===== src/core/bbf_pkg.sv =====
// Purpose: shared constants and types for the branch, bit and flag unit
// Assumes: 8-bit data path, status register laid out with carry in bit 0
// Notes: operation codes are produced by the core's instruction decoder

package bbf_pkg;

    // data path and operand widths
    localparam int DATA_W = 8;
    localparam int CORE_STATUS_REGISTER_W = 8;
    localparam int OFF_W = 7;
    localparam int BIT_W = 3;
    localparam int IO_ADDR_W = 5;

    // status flag positions inside the core status register
    localparam int FLAG_C = 0;
    localparam int FLAG_Z = 1;
    localparam int FLAG_N = 2;
    localparam int FLAG_V = 3;
    localparam int FLAG_S = 4;
    localparam int FLAG_H = 5;
    localparam int FLAG_T = 6;
    localparam int FLAG_I = 7;

    // reset values and program counter width limits
    localparam logic [CORE_STATUS_REGISTER_W-1:0] CORE_STATUS_REGISTER_RST = 8'h00;
    localparam logic [DATA_W-1:0] DATA_ZERO = 8'h00;
    localparam int PC_W_MIN = 8;
    localparam int PC_W_MAX = 22;

    // operations handled here; named flag branches map onto the generic pair
    typedef enum logic [3:0] {
        BBF_OP_NOP = 4'h0,
        BBF_OP_BR_SET = 4'h1,
        BBF_OP_BR_CLR = 4'h2,
        BBF_OP_BR_SGE = 4'h3,
        BBF_OP_BR_SLT = 4'h4,
        BBF_OP_IO_SET = 4'h5,
        BBF_OP_IO_CLR = 4'h6,
        BBF_OP_ROL = 4'h7,
        BBF_OP_ROR = 4'h8,
        BBF_OP_BST = 4'h9,
        BBF_OP_BLD = 4'hA,
        BBF_OP_FLAG_SET = 4'hB,
        BBF_OP_FLAG_CLR = 4'hC
    } bbf_op_t;

    // sequencer states, one-hot
    typedef enum logic [2:0] {
        BBF_ST_IDLE = 3'b001,
        BBF_ST_BRANCH2 = 3'b010,
        BBF_ST_IO_RMW = 3'b100
    } bbf_state_t;

    // true for every conditional relative branch
    function automatic logic bbf_is_branch(input bbf_op_t op);
        bbf_is_branch = (op == BBF_OP_BR_SET) || (op == BBF_OP_BR_CLR) ||
                        (op == BBF_OP_BR_SGE) || (op == BBF_OP_BR_SLT);
    endfunction

endpackage


===== src/core/bbf_branch_cond.sv =====
// Purpose: evaluates the condition of a conditional relative branch
// Assumes: status register value is the one before the branch executes
// Notes: purely combinational, reads flags and never writes them

`timescale 1ns/1ps
`default_nettype none

module bbf_branch_cond
    import bbf_pkg::*;
(
    input wire logic [bbf_pkg::CORE_STATUS_REGISTER_W-1:0] core_status_register,
    input wire bbf_pkg::bbf_op_t op,
    input wire logic [bbf_pkg::BIT_W-1:0] flag_sel,
    output logic taken
);

    logic signed_lt;

    // signed compare result from negative and overflow
    assign signed_lt = core_status_register[FLAG_N] ^ core_status_register[FLAG_V];

    // pick the tested flag and polarity
    always_comb begin
        taken = 1'b0;
        case (op)
            BBF_OP_BR_SET: taken = core_status_register[flag_sel];
            BBF_OP_BR_CLR: taken = ~core_status_register[flag_sel];
            BBF_OP_BR_SGE: taken = ~signed_lt;
            BBF_OP_BR_SLT: taken = signed_lt;
            default: taken = 1'b0;
        endcase
    end

endmodule

`default_nettype wire


===== src/core/bbf_pc_target.sv =====
// Purpose: sequential and relative-branch program counter values
// Assumes: offset is a signed two's-complement word count
// Notes: addition wraps at the program counter width

`timescale 1ns/1ps
`default_nettype none

module bbf_pc_target
    import bbf_pkg::*;
#(
    parameter int PC_W = 16
) (
    input wire logic [PC_W-1:0] pc,
    input wire logic [bbf_pkg::OFF_W-1:0] offset,
    output logic [PC_W-1:0] pc_seq,
    output logic [PC_W-1:0] pc_branch
);

    logic [PC_W-1:0] offset_ext;

    // the sign extension needs at least one bit above the offset
    generate
        if (PC_W <= OFF_W) begin : g_bad_pc_w
            $error("bbf_pc_target: PC_W must exceed OFF_W");
        end
    endgenerate

    // sign extension lets backward targets wrap correctly
    assign offset_ext = {{(PC_W-OFF_W){offset[OFF_W-1]}}, offset};
    assign pc_seq = pc + {{(PC_W-1){1'b0}}, 1'b1};
    assign pc_branch = pc_seq + offset_ext;

endmodule

`default_nettype wire


===== src/core/bbf_unit.sv =====
// Purpose: executes flag branches, I/O bit set/clear, rotates through
//          carry, transfer-flag bit moves and single flag set/clear
// Assumes: register file and I/O space answer reads in the same cycle
// Notes: owns program counter and status register of the core

`timescale 1ns/1ps
`default_nettype none

module bbf_unit
    import bbf_pkg::*;
#(
    parameter int PC_W = 16,
    parameter logic [PC_W-1:0] PC_RST = '0
) (
    input wire logic CLK,
    input wire logic RST,
    input wire logic INSTR_VALID,
    input wire bbf_pkg::bbf_op_t INSTR_OP,
    input wire logic [bbf_pkg::OFF_W-1:0] OFFSET_K,
    input wire logic [bbf_pkg::BIT_W-1:0] BIT_SEL,
    input wire logic [bbf_pkg::BIT_W-1:0] FLAG_SEL,
    input wire logic [bbf_pkg::IO_ADDR_W-1:0] IO_ADDR,
    input wire logic [bbf_pkg::DATA_W-1:0] REG_RDATA,
    input wire logic [bbf_pkg::DATA_W-1:0] IO_RDATA,
    output logic READY,
    output logic [PC_W-1:0] PC,
    output logic [bbf_pkg::CORE_STATUS_REGISTER_W-1:0] STATUS,
    output logic REG_WE,
    output logic [bbf_pkg::DATA_W-1:0] REG_WDATA,
    output logic [bbf_pkg::IO_ADDR_W-1:0] IO_RD_ADDR,
    output logic IO_WE,
    output logic [bbf_pkg::IO_ADDR_W-1:0] IO_WADDR,
    output logic [bbf_pkg::DATA_W-1:0] IO_WDATA
);

    // refuse widths the sign extension and adder cannot serve
    generate
        if (PC_W < PC_W_MIN || PC_W > PC_W_MAX) begin : g_bad_pc_w
            $error("bbf_unit: PC_W out of range");
        end
    endgenerate

    typedef struct packed {
        bbf_state_t state;
        logic [PC_W-1:0] pc;
        logic [CORE_STATUS_REGISTER_W-1:0] core_status_register;
        logic [IO_ADDR_W-1:0] io_addr;
        logic [BIT_W-1:0] io_bit;
        logic io_val;
        logic io_we;
        logic [DATA_W-1:0] io_wdata;
        logic reg_we;
        logic [DATA_W-1:0] reg_wdata;
    } bbf_regs_t;

    bbf_regs_t st_r;
    bbf_regs_t st_nxt;

    logic accept;
    logic br_taken;
    logic [PC_W-1:0] pc_seq;
    logic [PC_W-1:0] pc_branch;

    // a new instruction is only taken while nothing is in flight
    assign READY = (st_r.state == BBF_ST_IDLE);
    assign accept = INSTR_VALID && READY;

    bbf_branch_cond u_cond (
        .core_status_register(st_r.core_status_register),
        .op(INSTR_OP),
        .flag_sel(FLAG_SEL),
        .taken(br_taken)
    );

    bbf_pc_target #(.PC_W(PC_W)) u_target (
        .pc(st_r.pc),
        .offset(OFFSET_K),
        .pc_seq(pc_seq),
        .pc_branch(pc_branch)
    );

    // read address stays put for the whole read-modify-write
    assign IO_RD_ADDR = st_r.io_addr;

    // next-state logic for every register of the unit
    always_comb begin
        logic [DATA_W-1:0] rot;
        logic rot_c;
        logic [DATA_W-1:0] rmw;
        rot = DATA_ZERO;
        rot_c = 1'b0;
        rmw = IO_RDATA;
        st_nxt = st_r;
        st_nxt.io_we = 1'b0;
        st_nxt.reg_we = 1'b0;
        case (st_r.state)
            BBF_ST_IDLE: begin
                if (accept) begin
                    st_nxt.pc = pc_seq;
                    case (INSTR_OP)
                        // taken branches load target, take a second cycle
                        BBF_OP_BR_SET, BBF_OP_BR_CLR,
                        BBF_OP_BR_SGE, BBF_OP_BR_SLT: begin
                            if (br_taken) begin
                                st_nxt.pc = pc_branch;
                                st_nxt.state = BBF_ST_BRANCH2;
                            end
                        end
                        // capture target bit, modify next cycle
                        BBF_OP_IO_SET, BBF_OP_IO_CLR: begin
                            st_nxt.io_addr = IO_ADDR;
                            st_nxt.io_bit = BIT_SEL;
                            st_nxt.io_val = (INSTR_OP == BBF_OP_IO_SET);
                            st_nxt.state = BBF_ST_IO_RMW;
                        end
                        // old carry into bit 0, bit 7 to carry
                        BBF_OP_ROL: begin
                            rot = {REG_RDATA[DATA_W-2:0], st_r.core_status_register[FLAG_C]};
                            rot_c = REG_RDATA[DATA_W-1];
                            st_nxt.reg_we = 1'b1;
                            st_nxt.reg_wdata = rot;
                            st_nxt.core_status_register[FLAG_C] = rot_c;
                            st_nxt.core_status_register[FLAG_Z] = (rot == DATA_ZERO);
                            st_nxt.core_status_register[FLAG_N] = rot[DATA_W-1];
                            st_nxt.core_status_register[FLAG_V] = rot[DATA_W-1] ^ rot_c;
                        end
                        // old carry into bit 7, bit 0 to carry
                        BBF_OP_ROR: begin
                            rot = {st_r.core_status_register[FLAG_C], REG_RDATA[DATA_W-1:1]};
                            rot_c = REG_RDATA[0];
                            st_nxt.reg_we = 1'b1;
                            st_nxt.reg_wdata = rot;
                            st_nxt.core_status_register[FLAG_C] = rot_c;
                            st_nxt.core_status_register[FLAG_Z] = (rot == DATA_ZERO);
                            st_nxt.core_status_register[FLAG_N] = rot[DATA_W-1];
                            st_nxt.core_status_register[FLAG_V] = rot[DATA_W-1] ^ rot_c;
                        end
                        BBF_OP_BST: begin
                            st_nxt.core_status_register[FLAG_T] = REG_RDATA[BIT_SEL];
                        end
                        // transfer flag into one register bit
                        BBF_OP_BLD: begin
                            rot = REG_RDATA;
                            rot[BIT_SEL] = st_r.core_status_register[FLAG_T];
                            st_nxt.reg_we = 1'b1;
                            st_nxt.reg_wdata = rot;
                        end
                        BBF_OP_FLAG_SET: st_nxt.core_status_register[FLAG_SEL] = 1'b1;
                        BBF_OP_FLAG_CLR: st_nxt.core_status_register[FLAG_SEL] = 1'b0;
                        default: st_nxt.pc = pc_seq;
                    endcase
                end
            end
            // second cycle of a taken branch: fetch redirect bubble
            BBF_ST_BRANCH2: st_nxt.state = BBF_ST_IDLE;
            // single-bit change; every other bit is written back as it was read
            BBF_ST_IO_RMW: begin
                rmw[st_r.io_bit] = st_r.io_val;
                st_nxt.io_we = 1'b1;
                st_nxt.io_wdata = rmw;
                st_nxt.state = BBF_ST_IDLE;
            end
            default: st_nxt.state = BBF_ST_IDLE;
        endcase
    end

    // state register, synchronous reset
    always_ff @(posedge CLK) begin
        if (RST) begin
            st_r.state <= BBF_ST_IDLE;
            st_r.pc <= PC_RST;
            st_r.core_status_register <= CORE_STATUS_REGISTER_RST;
            st_r.io_addr <= '0;
            st_r.io_bit <= '0;
            st_r.io_val <= 1'b0;
            st_r.io_we <= 1'b0;
            st_r.io_wdata <= DATA_ZERO;
            st_r.reg_we <= 1'b0;
            st_r.reg_wdata <= DATA_ZERO;
        end else begin
            st_r <= st_nxt;
        end
    end

    // outputs straight from flip-flops
    assign PC = st_r.pc;
    assign STATUS = st_r.core_status_register;
    assign REG_WE = st_r.reg_we;
    assign REG_WDATA = st_r.reg_wdata;
    assign IO_WE = st_r.io_we;
    assign IO_WADDR = st_r.io_addr;
    assign IO_WDATA = st_r.io_wdata;
endmodule

`default_nettype wire


===== config.mk =====
export PLATFORM = sky130hd
export DESIGN_NAME = bbf_unit
export DESIGN_NICKNAME = d
export VERILOG_FILES = /design/src/core/bbf_pkg.sv /design/src/core/bbf_branch_cond.sv /design/src/core/bbf_pc_target.sv /design/src/core/bbf_unit.sv
export SDC_FILE = /design/constraint.sdc
export NUM_CORES = 1
export LEC_CHECK = 0
export BUFFER_PORTS_ARGS = -buffer_cell sky130_fd_sc_hd__buf_2
export CORE_MARGIN = 4
export CORE_UTILIZATION = 48
export DETAILED_ROUTE_END_ITERATION = 8
export PLACE_DENSITY_LB_ADDON = 0.08
export SLEW_MARGIN = 20
export SYNTH_ARGS = -nofsm -noshare
export SYNTH_HDL_FRONTEND = slang
export SYNTH_SLANG_ARGS = --single-unit

===== constraint.sdc =====
create_clock -name CLK -period 6.4 [get_ports CLK]
set_input_delay 1.28 -clock CLK [delete_from_list [all_inputs] [get_ports CLK]]
set_output_delay 1.28 -clock CLK [all_outputs]
set_load 0.005 [all_outputs]

==> results.tsv <==
metric	value	unit
cts-buffers-inserted	5	
drt-total-wl	10300	microns
dieArea	10900	sq um
finalClockSkew	0.0140	ns
syn_area_per_cell	7.92	sq um
max_freq	0.264	GHz
synth_top_family_by_area	simple AND/OR/NAND/NOR gates	
grt_antenna_before_repair	0	
vias	3907	
setup_viol	0	
timing.setup.tns	0	ns
grt_use_total	18.6	%
io_pins	94	
drv_slew	0	
fin_ws	2.62	ns
synth_xor_area_share	5.32	%
drtAntennaViolNets	0	
gp_congestion	0.905	
hpwlAfterDp	7610	microns
p_comb_share	29.4	%
grt_pass1_vias	3695	
rsz0062_at_grt	false	
numClockSinks	54	
drc_errors	0	
clk_pin_slew_worst_paths	0.11	ns
n_antenna_cell	0	
grt-ovfl-total	0	
p_seq_share	45.1	%
total_power	822	uW
grt_pass1_wl	17500	microns
synth_flop_cell	dfxtp_1	
status	finished, final reports clean	
start_util	50.2	%
p_per_area	178	nW/um^2
synth-compound-area-share	18.5	%
synth_area_leader_cell	dfxtp_1	
synth_edf_count	0	
drt-initial-drc-count	165	
power.share.switching	34.4	%
p_int	539	uW
critical_path_required	6.62	ns
drt-pass1-iter-count	5	
rows	34	
fp.dieH	104	microns
synth_area	4440	sq um
post-route-min-period	3.78	ns
post_cts_resized	0	
maxCapViolCount	0	
hold_class	flip-flop to flip-flop	
worst_setup_path_start_kind	flip-flop	
relSlewSlack	31.2	%
synth_area_leaders	dfxtp_1 (24%), buf_4 (8.6%), nor2_1 (6.4%)	
pre_cts_slack	2.32	ns
synth_nets	624	
core_area	8850	sq um
stdcell_area	4610	sq um
area_growth_syn_to_layout	3.86	%
via_per_inst	5.70	
cts_htree_levels	2	
placed_cell_area	4520	sq um
grt_start_max_net_pins	54	
crit_arrival	4.00	ns
vdd_drop_max	0.000104	V
leakagePower	0.00209	uW
synthDistinctLibCells	55	
cts-hold-fix-buffers	0	
endpoint_kind	flip-flop	
fin_crit_sh	59.1	%
clockPowerShare	25.5	%
cts_tree	yes	
n_fill_cell	891	
cp_max_fo	8	
muxShareOfSynthArea	11.2	%
holdWs	0.499	ns
ctsRootBufferMaster	clkbuf_8	
async_flop_share	0	%
drive_above_1_share	20.9	%
wl_per_cell	15.1	microns
worst_pin_slew	1.03	ns
die_w	104	microns
postSynthCellCount	561	
ys_seq_elements	54	
p_switching	283	uW
setup.worst_path.class	flip-flop to flip-flop	
netlist.area_leader.share	24.3	%
io_buffers	93	
synth_fa_ha_area_share	6.36	%
insertion_delay	0.32	ns
cts.path.max_buffers	2	
hold_viol	0	
seq_area_frac_synth	24.3	%
yosysWarnings	0	
finish.net_count	640	
synth_simple_gate_area_share	21.1	%
post_cts_buffers	0	
==> Yosys cell counts (8+ instances only) <==
| cell | count |
|---|---|
| o21ai_0 | 21 |
| nor2b_1 | 10 |
| a211oi_1 | 20 |
| nand2b_1 | 13 |
| nor3_1 | 8 |
| xnor2_1 | 16 |
| nand2_1 | 42 |
| clkbuf_1 | 27 |
| inv_1 | 10 |
| a222oi_1 | 10 |
| nor2_1 | 76 |
| dfxtp_1 | 54 |
| xor2_1 | 11 |
| ha_1 | 21 |
| nor3b_1 | 8 |
| nand3_1 | 15 |
| a21oi_1 | 25 |
| mux2_2 | 10 |
| mux2i_1 | 27 |
| buf_4 | 51 |
==> routing by layer <==
metal	vias up	part of all wire, %	routed length, microns	track usage [%]
met4	0	0.63	65	3.32
met2	88	47	4840	31.8
met1	1827	48	5010	25.2
met5	-	0	0	0
li1	1983	-	-	-
met3	9	4.1	429	2.73
==> layout by cell type, fill, tap and decap left out, drive strengths merged, types with 6 or more instances in the layout <==
| cell type | Yosys | final |
|---|---|---|
| a222oi | 10 | 10 |
| buf | 59 | 96 |
| inv | 10 | 12 |
| xnor2 | 16 | 16 |
| nor3 | 8 | 8 |
| nor2b | 10 | 10 |
| nand3 | 15 | 15 |
| mux2i | 28 | 28 |
| nor3b | 8 | 8 |
| xor2 | 11 | 11 |
| nor2 | 76 | 76 |
| nand2b | 13 | 13 |
| a21oi | 25 | 25 |
| a211oi | 21 | 21 |
| ha | 21 | 21 |
| nand2 | 42 | 42 |
| dfxtp | 54 | 54 |
| o21ai | 22 | 22 |
| mux2 | 14 | 14 |
| o211ai | 6 | 6 |
| a31oi | 6 | 6 |
==> through the flow <==
| step | instances | utilization, % |
|---|---|---|
| 4_1_cts | 686 | 52.1 |
| 2_1_floorplan | 561 | - |
| 5_1_grt | 686 | 52.1 |
| 3_3_place_gp | 678 | 51.1 |
| 6_report | 686 | 52.1 |
| 3_5_place_dp | 678 | 51.1 |
==> power by group through the flow <==
stage	registers [uW]	logic, uW	clock network, uW
after global placement	378	236	0
after floorplan	371	199	0
after CTS	370	242	217
after detailed placement	378	241	0
final	371	242	209
after global routing	374	272	229
==> critical path, cell delays in order, from the launching register on <==
cell,delay (ns)
dfxtp_1,0.45
ha_1,0.30
and3_1,0.23
nand4_1,0.14
inv_1,0.11
nand2_1,0.07
xnor2_1,0.20
ha_1,0.33
a21oi_1,0.26
o221ai_1,0.15
a21oi_1,0.22
mux2_2,0.35
o31ai_1,0.31
mux2i_1,0.24
mux2_1,0.33
==> cell families after synthesis <==
group	after synthesis
AND/OR/NAND/NOR	198
XOR/XNOR	27
multiplexers	44
AO/OA/AOI/OAI	119
buffers and inverters	97
flip-flops	54
adder cells (fa/ha/maj)	22
==> registers in the layout, indices dropped and copies added, names as in the netlist, named ones only <==
name,flops
REG_WDATA,8
IO_WE,1
st_r,7
PC,16
IO_WDATA,8
IO_RD_ADDR,5
REG_WE,1
STATUS,5
==> final cells by class <==
| type | count | area, sq um | area share (%) |
|---|---|---|---|
| repair buffers | 96 | 488 | 10.6 |
| flip-flops and latches | 54 | 1080 | 23.4 |
| well taps | 108 | 135 | 2.93 |
| clock inverters | 3 | 26.3 | 0.569 |
| multi-input cells | 410 | 2780 | 60.2 |
| clock buffers | 5 | 68.8 | 1.49 |
| inverters | 10 | 37.5 | 0.813 |
==> final timing paths <==
kind,from,end,slack (ns),depth (start not counted)
max,PC[0],PC[15],2.62,14
max reg2reg,PC[0],PC[15],2.62,14
min,st_r[51],st_r[51],0.50,2
min reg2reg,st_r[51],st_r[51],0.50,2
(Power assumes the default switching activity.)
